[config.mk]
export PLATFORM = sky130hd
export DESIGN_NAME = wwd_top
export DESIGN_NICKNAME = d
export VERILOG_FILES = /design/src/rtl/wwd_pkg.sv /design/src/rtl/wwd_prescaler.sv /design/src/rtl/wwd_top.sv
export SDC_FILE = /design/constraint.sdc
export NUM_CORES = 1
export LEC_CHECK = 0
export ABC_CLOCK_PERIOD_IN_PS = 4400
export BUFFER_PORTS_ARGS = -buffer_cell sky130_fd_sc_hd__buf_4
export CAP_MARGIN = 25
export CORE_AREA = 2 2 102 104
export DETAILED_ROUTE_END_ITERATION = 6
export DIE_AREA = 0 0 104 106
export GPL_TIMING_DRIVEN = 0
export PLACE_DENSITY = 0.43
export SYNTH_ARGS = -nofsm -noshare
export SYNTH_HDL_FRONTEND = slang
export SYNTH_SLANG_ARGS = --single-unit
export TNS_END_PERCENT = 100
[constraint.sdc]
create_clock -name clk_i -period 4.4 [get_ports clk_i]
set_input_delay 0.66 -clock clk_i [delete_from_list [all_inputs] [get_ports clk_i]]
set_output_delay 0.66 -clock clk_i [all_outputs]
set_load 0.005 [all_outputs]
[src/rtl/wwd_pkg.sv]
package wwd_pkg;
    // Register map: one byte-wide control register
    localparam logic [7:0] WATCHDOG_CONTROL_ADDR = 8'h0C;
    localparam logic [7:0] WATCHDOG_CONTROL_RESET = 8'h7F;
    // Field positions inside watchdog_control
    localparam int ARM_BIT_POS = 7;
    localparam int COUNT_TOP_BIT_POS = 6;
    localparam int COUNT_WIDTH = 7;
    // Count value at which the top bit is about to fall
    localparam logic [6:0] COUNT_FALL_FROM = 7'h40;
    // Machine cycles per decrement
    localparam int PRESCALE_CYCLES = 49152;
    // Wake-up delay in CPU clocks after halt ends on an interrupt
    localparam int WAKE_DELAY_CYCLES = 4096;
    // Reset pulse: typical low time and the CPU clock it was sized for
    localparam int RESET_PULSE_NS = 500;
    localparam int CPU_REF_MHZ = 8;
    localparam int CLK_PERIOD_NS = 4;
    // Pulse length at the real clock: a typical time, so rounded down, at least one
    localparam int RESET_PULSE_CYCLES_RAW = RESET_PULSE_NS / CLK_PERIOD_NS;
    localparam int RESET_PULSE_CYCLES = (RESET_PULSE_CYCLES_RAW < 1) ? 1 : RESET_PULSE_CYCLES_RAW;
    // Read data for an unmapped address
    localparam logic [7:0] UNMAPPED_READ = 8'h00;
endpackage

[src/rtl/wwd_prescaler.sv]
// Divider that holds while run_i is low, giving one tick per full prescale period
module wwd_prescaler #(
    parameter int DIVIDE = 49152
) (
    input wire logic clk_i,
    input wire logic arst_n_i,
    input wire logic run_i,
    input wire logic restart_i,
    output logic tick_o
);
    localparam int CW = $clog2(DIVIDE);

    // Elaboration check: a divider of one or less has no meaning
    initial begin
        if (DIVIDE < 2) begin
            $error("wwd_prescaler: DIVIDE must be at least 2");
        end
    end

    logic [CW-1:0] count; // Cycles seen in this period
    logic [CW-1:0] next_count;
    logic tick; // Registered terminal pulse
    logic next_tick;

    // Next-state: hold while stopped, wrap at the end of the period
    always_comb begin
        next_count = count;
        next_tick = 1'b0;
        if (restart_i) begin
            next_count = '0;
        end else if (run_i) begin
            if (count == CW'(DIVIDE - 1)) begin
                next_count = '0;
                next_tick = 1'b1;
            end else begin
                next_count = count + 1'b1;
            end
        end
    end

    // Registers
    always_ff @(posedge clk_i or negedge arst_n_i) begin
        if (!arst_n_i) begin
            count <= '0;
            tick <= 1'b0;
        end else begin
            count <= next_count;
            tick <= next_tick;
        end
    end

    assign tick_o = tick;
endmodule

[src/rtl/wwd_top.sv]
// Overview of operation
// Decrement count every 49152 machine cycles
// Armed, count 40h to 3Fh resets
// Software rewrites C0h to FFh periodically
// Sixty-four programmable timeout steps
// Arm bit sticky, only reset clears
// Armed write with top bit clear resets
// Halt stops counting and blocks timeout resets; an armed write with top bit clear still resets
// Resume 4096 clocks after interrupt wake
// Control register resets to 7Fh
// Control at 0Ch: arm plus count
// Software refreshes before entering halt
// Reset pulse from fixed cycle count
//
// The plain strobed port was decided locally.
module wwd_top #(
    parameter int PRESCALE = wwd_pkg::PRESCALE_CYCLES,
    parameter int WAKE_DELAY = wwd_pkg::WAKE_DELAY_CYCLES
) (
    input wire logic clk_i,
    input wire logic arst_n_i,
    input wire logic [7:0] addr_i,
    input wire logic [7:0] wdata_i,
    input wire logic wr_i,
    input wire logic rd_i,
    output logic [7:0] rdata_o,
    input wire logic halt_i,
    input wire logic wake_irq_i,
    output logic sys_reset_n_o,
    output logic armed_o
);
    // Width of the wake-up delay counter
    // Sized from the delay itself so a shortened delay costs fewer flops
    localparam int WW = $clog2(WAKE_DELAY + 1);
    // Width of the reset pulse counter
    // The pulse count is fixed, so this width never changes with parameters
    localparam int PW = $clog2(wwd_pkg::RESET_PULSE_CYCLES + 1);

    // Elaboration check on the shortenable counts
    initial begin
        if (PRESCALE < 2 || WAKE_DELAY < 1) begin
            $error("wwd_top: PRESCALE must be >= 2 and WAKE_DELAY >= 1");
        end
    end

    // Halt sequencing states
    // RUN counts, HALTED stops the prescaler and the decrements, WAKING waits out the restart delay
    // Code 2'b11 is unused and falls back to RUN through the default branch
    typedef enum logic [1:0] {
        // Normal operation, prescaler running
        WWD_RUN = 2'b00,
        // Oscillator stopped, no counting and no timeout
        WWD_HALTED = 2'b01,
        // Woken by an interrupt, still frozen until the delay ends
        WWD_WAKING = 2'b10
    } wwd_state_t;

    // Pin-level inputs are brought in through two flops
    // Only the second flop of each pair is read by logic
    logic halt_s1; // Halt, first stage
    logic halt_s2; // Halt, safe to use
    logic wake_s1; // Wake-up, first stage
    logic wake_s2; // Wake-up, safe to use

    // Control register fields
    logic arm; // Sticky activation
    logic [6:0] count; // Decrementing timer
    logic [6:0] next_count; // Timer after this edge
    logic next_arm; // Activation after this edge
    // Halt sequencer state and its next value
    wwd_state_t state;
    wwd_state_t next_state;
    // Cycles left before counting resumes after a wake-up
    logic [WW-1:0] wake_cnt;
    logic [WW-1:0] next_wake_cnt;
    // Cycles left in the current reset pulse
    logic [PW-1:0] pulse_cnt;
    logic [PW-1:0] next_pulse_cnt;
    // Registered read data
    logic [7:0] rdata;
    logic [7:0] next_rdata;
    // Reset line towards the system, low while a pulse runs
    logic rst_out_n;
    logic next_rst_out_n;
    logic fire; // Reset request this cycle
    logic tick; // One-cycle decrement strobe from the prescaler
    logic counting; // Prescaler may advance
    logic wr_hit; // Write aimed at the control register

    // Synchronisers for halt and wake-up lines
    // Both lines come from outside this clock, so metastability must settle first
    // The cost is two cycles of latency on entering and leaving halt
    always_ff @(posedge clk_i or negedge arst_n_i) begin
        if (!arst_n_i) begin
            halt_s1 <= 1'b0;
            halt_s2 <= 1'b0;
            wake_s1 <= 1'b0;
            wake_s2 <= 1'b0;
        end else begin
            halt_s1 <= halt_i;
            halt_s2 <= halt_s1;
            wake_s1 <= wake_irq_i;
            wake_s2 <= wake_s1;
        end
    end

    // Counting only in run state and never during an output pulse
    // halt stops count
    assign counting = (state == WWD_RUN) && rst_out_n;

    // prescaled decrement tick
    // The prescaler keeps its phase across halt, so a wake-up does not
    // grant a full fresh period before the next decrement
    // Refreshing the register does not restart it either
    wwd_prescaler #(
        .DIVIDE(PRESCALE)
    ) u_prescaler (
        .clk_i(clk_i),
        .arst_n_i(arst_n_i),
        .run_i(counting),
        .restart_i(1'b0),
        .tick_o(tick)
    );

    // address decode
    assign wr_hit = wr_i && (addr_i == wwd_pkg::WATCHDOG_CONTROL_ADDR);

    // Halt sequencing: stop on halt, wait out the wake delay on interrupt
    always_comb begin
        next_state = state;
        next_wake_cnt = wake_cnt;
        case (state)
            WWD_RUN: begin
                // Enter halt as soon as the synchronised line is high
                if (halt_s2) begin
                    next_state = WWD_HALTED;
                end
            end
            WWD_HALTED: begin
                // wake delay start
                if (wake_s2) begin
                    next_state = WWD_WAKING;
                    next_wake_cnt = WW'(WAKE_DELAY - 1);
                end
            end
            WWD_WAKING: begin
                // resume after delay
                if (wake_cnt == '0) begin
                    // Delay spent: counting resumes next cycle
                    next_state = WWD_RUN;
                end else begin
                    // Still waiting for the oscillator to settle
                    next_wake_cnt = wake_cnt - 1'b1;
                end
            end
            // Unused code: recover to normal operation
            default: begin
                next_state = WWD_RUN;
            end
        endcase
    end

    // Halt sequencer registers; reset leaves halt and clears the delay
    always_ff @(posedge clk_i or negedge arst_n_i) begin
        if (!arst_n_i) begin
            state <= WWD_RUN;
            wake_cnt <= '0;
        end else begin
            state <= next_state;
            wake_cnt <= next_wake_cnt;
        end
    end

    // Control register update; a software write beats a same-cycle tick
    always_comb begin
        next_arm = arm;
        next_count = count;
        fire = 1'b0;
        if (wr_hit) begin
            // arm set only
            next_arm = arm | wdata_i[wwd_pkg::ARM_BIT_POS];
            // delay steps loaded
            next_count = wdata_i[wwd_pkg::COUNT_WIDTH-1:0];
            // forced software reset
            if (next_arm && !wdata_i[wwd_pkg::COUNT_TOP_BIT_POS]) begin
                fire = 1'b1;
            end
        end else if (tick) begin
            // Plain decrement; the count wraps through zero when disarmed
            // A disarmed timer still runs so software can read it as a clock
            next_count = count - 1'b1;
            // top bit falls
            if (arm && count == wwd_pkg::COUNT_FALL_FROM) begin
                fire = 1'b1;
            end
        end
    end

    // Arm and count registers; R9 reset value 7Fh
    always_ff @(posedge clk_i or negedge arst_n_i) begin
        if (!arst_n_i) begin
            arm <= wwd_pkg::WATCHDOG_CONTROL_RESET[wwd_pkg::ARM_BIT_POS];
            count <= wwd_pkg::WATCHDOG_CONTROL_RESET[wwd_pkg::COUNT_WIDTH-1:0];
        end else begin
            arm <= next_arm;
            count <= next_count;
        end
    end

    // Reset pulse generator; the pulse resets the block via the system reset
    // fixed pulse count
    always_comb begin
        next_pulse_cnt = pulse_cnt;
        next_rst_out_n = rst_out_n;
        // A request during a running pulse is dropped, not queued
        if (fire && rst_out_n) begin
            // Start a pulse; the count includes the first low cycle
            next_pulse_cnt = PW'(wwd_pkg::RESET_PULSE_CYCLES - 1);
            next_rst_out_n = 1'b0;
        end else if (!rst_out_n) begin
            if (pulse_cnt == '0) begin
                next_rst_out_n = 1'b1;
            end else begin
                next_pulse_cnt = pulse_cnt - 1'b1;
            end
        end
    end

    // Pulse registers; the line idles high
    always_ff @(posedge clk_i or negedge arst_n_i) begin
        if (!arst_n_i) begin
            pulse_cnt <= '0;
            rst_out_n <= 1'b1;
        end else begin
            pulse_cnt <= next_pulse_cnt;
            rst_out_n <= next_rst_out_n;
        end
    end

    // Read port: data valid the cycle after the strobe, zero otherwise
    always_comb begin
        // Idle data is zero so a bus OR of several slaves stays clean
        next_rdata = 8'h00;
        if (rd_i) begin
            // control readback
            if (addr_i == wwd_pkg::WATCHDOG_CONTROL_ADDR) begin
                next_rdata = {arm, count};
            end else begin
                // Nothing else lives in this block
                next_rdata = wwd_pkg::UNMAPPED_READ;
            end
        end
    end

    // Read data register
    always_ff @(posedge clk_i or negedge arst_n_i) begin
        if (!arst_n_i) begin
            rdata <= 8'h00;
        end else begin
            rdata <= next_rdata;
        end
    end

    // Outputs come straight from flip-flops
    // Read data
    assign rdata_o = rdata;
    // The system must answer this line with its own reset; the block
    // does not clear itself, it only freezes while the line is low
    assign sys_reset_n_o = rst_out_n;
    // Activation level for status use
    assign armed_o = arm;
endmodule

==> impl_results.md <==
* # diodes at 0
* Mapped cell area at 2914 um^2
* Core Box Area at 10000 um^2
* EDFF count, synth at 0
* Final Slew Violations at 0
* Hold Crit Class: flop to flop
* P&R area growth vs syn at 20.74%
* Mux contribution to synthesized area at 3.564%
* Clock Latency Late Sink at 0.34 ns
* Share of cells above drive strength 1 at 21.36%
* DRT Pass-1 Iters at 4
* Post-synthesis simple-gate area fraction at 23.31%
* Clock Path Buffers at 2
* Fmax at 439.5 MHz
* Final min period at 2.275 ns
* WP data arrival at 2.48 ns
* Synth Warn # at 0
* Vias post-DR at 2,185
* Vias in the first global route at 2,077
* FF+latch count, synth at 60
* Clk_skew at 0.007558 ns
* Mapped Nets at 304
* Clock transition at path regs at 0.07 ns
* Ys async rst share at 100.0%
* Post-synth cell types at 50
* Post-synthesis adder-cell area fraction at 2.576%
* Startpoint types: flop
* Rows at 37
* Dpl hpwl at 4.091 mm
* Congestion Overflow GR at 0
* H-tree depth at 3
* CTS tree: yes
* Final total power at 1.394 mW
* Status: finished clean
* Residual DRC at 0
* DR vias/cell at 4.760
* Post-DRT Antenna Nets at 0
* I/O Pins at 32
* CP Capture Type: flop
* Combinational family with the most area after synthesis: simple AND/OR/NAND/NOR gates
* Final period util at 51.71%
* CTS sink cnt at 60
* GPL Wtd Cong at 0.7652
* Synth Instances at 276
* Sequential area share after synthesis at 51.87%
* Worst VDD drop at 0.1708 mV
* Cts hold-fix bufs at 0
* Worst-path fanout max at 10
* RSZ-0062 raised after global routing: false
* CTS root buf: clkbuf_8
* Post-Route WL at 5.924 mm
* Initial antenna violation count at 0
* Leakage at 1.453 nW
* Max-cap check violation count at 0
* Xor/xnor cell area share of the yosys netlist at 5.711%
* Setup TNS at 0 ns
* CTS buffer count at 9
* Final Hold Violating Endpoints at 0
* Total Routing Usage GR at 11.59%
* Main synth FF type: dfrtp_1
* Port-buffer cells at 31
* Die area at 11,020 um^2
* Max-Slew Margin vs Limit at 46.25%
* Slew @ Worst Pin at 0.8001 ns
* Chip height at 106 um
* Critical setup path kind: flop to flop
* First-pass GRT wire length at 10.20 mm
* Setup violators final at 0
* Worst path required time at 4.60 ns
* Die width at 104 um
* Wire per inst at 12.91 um
* Resize count post-CTS at 0
* Initial core utilization at 29.14%
* Syn avg cell area at 10.56 um^2
* Largest net degree at the start of global routing at 61
* PD cells at 396.2 nW/um^2
* Synth Area in Compound Gates at 10.61%
* Nets@finish at 346
* Number of setup buffers added after CTS at 0
* DRT iter0 DRCs at 35
## critical path, cell delays in order, from the launching register on
cell	delay, ns
dfstp_2	0.53
buf_2	0.19
nor3b_4	0.39
nand3_1	0.32
nor3_2	0.57
o21bai_1	0.14
## power breakdown
part           switching [mW]  internal (mW)
logic                   0.118          0.100
registers              0.0577          0.609
clock network           0.233          0.276
## flip-flops by register name (all words and copies together), names as in the netlist
name,flops
wake_s1,1
wake_s2,1
state,2
wake_cnt,13
halt_s2,1
sys_reset_n_o,1
u_prescaler.tick_o,1
pulse_cnt,7
halt_s1,1
count,7
u_prescaler.count,16
armed_o,1
rdata_o,8
## cells by family (layout without fill, tap and decap cells)
group                      Yosys count  count (layout)
xor gates and xnor gates            19              19
adders and majority gates            6               6
DFF                                 60              60
buffers and inverters               16              63
and+or+nand+nor                    116             116
AOI/OAI and AO/OA                   49              49
muxes                               10              10
## final cells by class
| type | instances | area [um^2] |
|---|---|---|
| Multi-Input combinational cell | 200 | 1334 |
| Clock inverter | 6 | 63.81 |
| Fill cell | 1061 | 6481 |
| Timing Repair Buffer | 31 | 232.7 |
| Buffer | 4 | 23.77 |
| Tap cell | 136 | 170.2 |
| Sequential cell | 60 | 1511 |
| Inverter | 12 | 45.04 |
| Clock buffer | 10 | 137.6 |
## stage by stage
step	area [um^2]	cells	util (%)	hold WS (ns)	setup slack, ns
after floorplan	2914	276	-	0.3312	2.397
after global placement	3317	443	33.17	0.3348	2.085
after detailed placement	3317	443	33.17	0.3397	2.067
after CTS	3518	459	35.19	0.3572	2.090
after global routing	3518	459	35.19	0.3713	1.966
final	3518	459	35.19	0.3538	2.125
## routing by layer
layer	vias up	share of wire [%]	track usage, %
met2	22	46	18.56
met3	6	2.8	3.679
met4	0	1.3	3.764
met5	-	0	0
li1	1085	-	-
met1	1072	49	14.90
## synth_stat cells (2+ instances only)
master      n  share of area, %
a21oi_1    15               2.6
nand2b_1    5               1.1
xor2_1      7               2.1
mux2_2      3               1.2
a31oi_1     2              0.43
nor4_1      7               1.5
xnor2_1    12               3.6
o211ai_1    2              0.52
or2_2       2              0.43
or4_1       6               1.5
nor4bb_1    3               1.0
o31ai_1     7               1.8
ha_1        6               2.6
and4_1      4               1.2
dfrtp_1    52                45
and3_1      3              0.64
and2_1      9               1.9
nand2_1    16               2.1
a2111oi_0   2              0.60
or3_1       5               1.1
nand3b_1    2              0.52
dfstp_2     8               7.2
o21ai_0    13               2.2
nand3_1    11               1.9
nand4_1     4              0.86
nor2_1     24               3.1
clkbuf_1    2              0.26
inv_1      12               1.5
mux2i_1     7               2.4
nor3_1      5              0.86
## final timing paths
kind / startpoint / endpoint / slack [ns] / cells after the start
worst min register to register: halt_s1 / halt_s2 / 0.35 / 0
min in group asynchronous: arst_n_i / rdata_o[5] / 0.38 / 1
worst max-delay path: sys_reset_n_o / u_prescaler.count[11] / 2.12 / 5
worst min-delay path: halt_s1 / halt_s2 / 0.35 / 0
worst max register to register: sys_reset_n_o / u_prescaler.count[11] / 2.12 / 5
max in group asynchronous: arst_n_i / u_prescaler.count[8] / 3.49 / 1
## cell usage in the layout (no fill, tap or decap), types with 7 or more instances in the layout
cell	instances
inv_1	12
xor2_1	7
nand2_1	16
clkbuf_8	10
xnor2_1	12
mux2i_1	7
o31ai_1	7
nand3_1	11
nor4_1	7
a21oi_1	15
buf_4	31
dfrtp_1	52
and2_1	9
dfstp_2	8
nor2_1	24
o21ai_0	13
No activity file was read; power rests on OpenSTA's default activity.
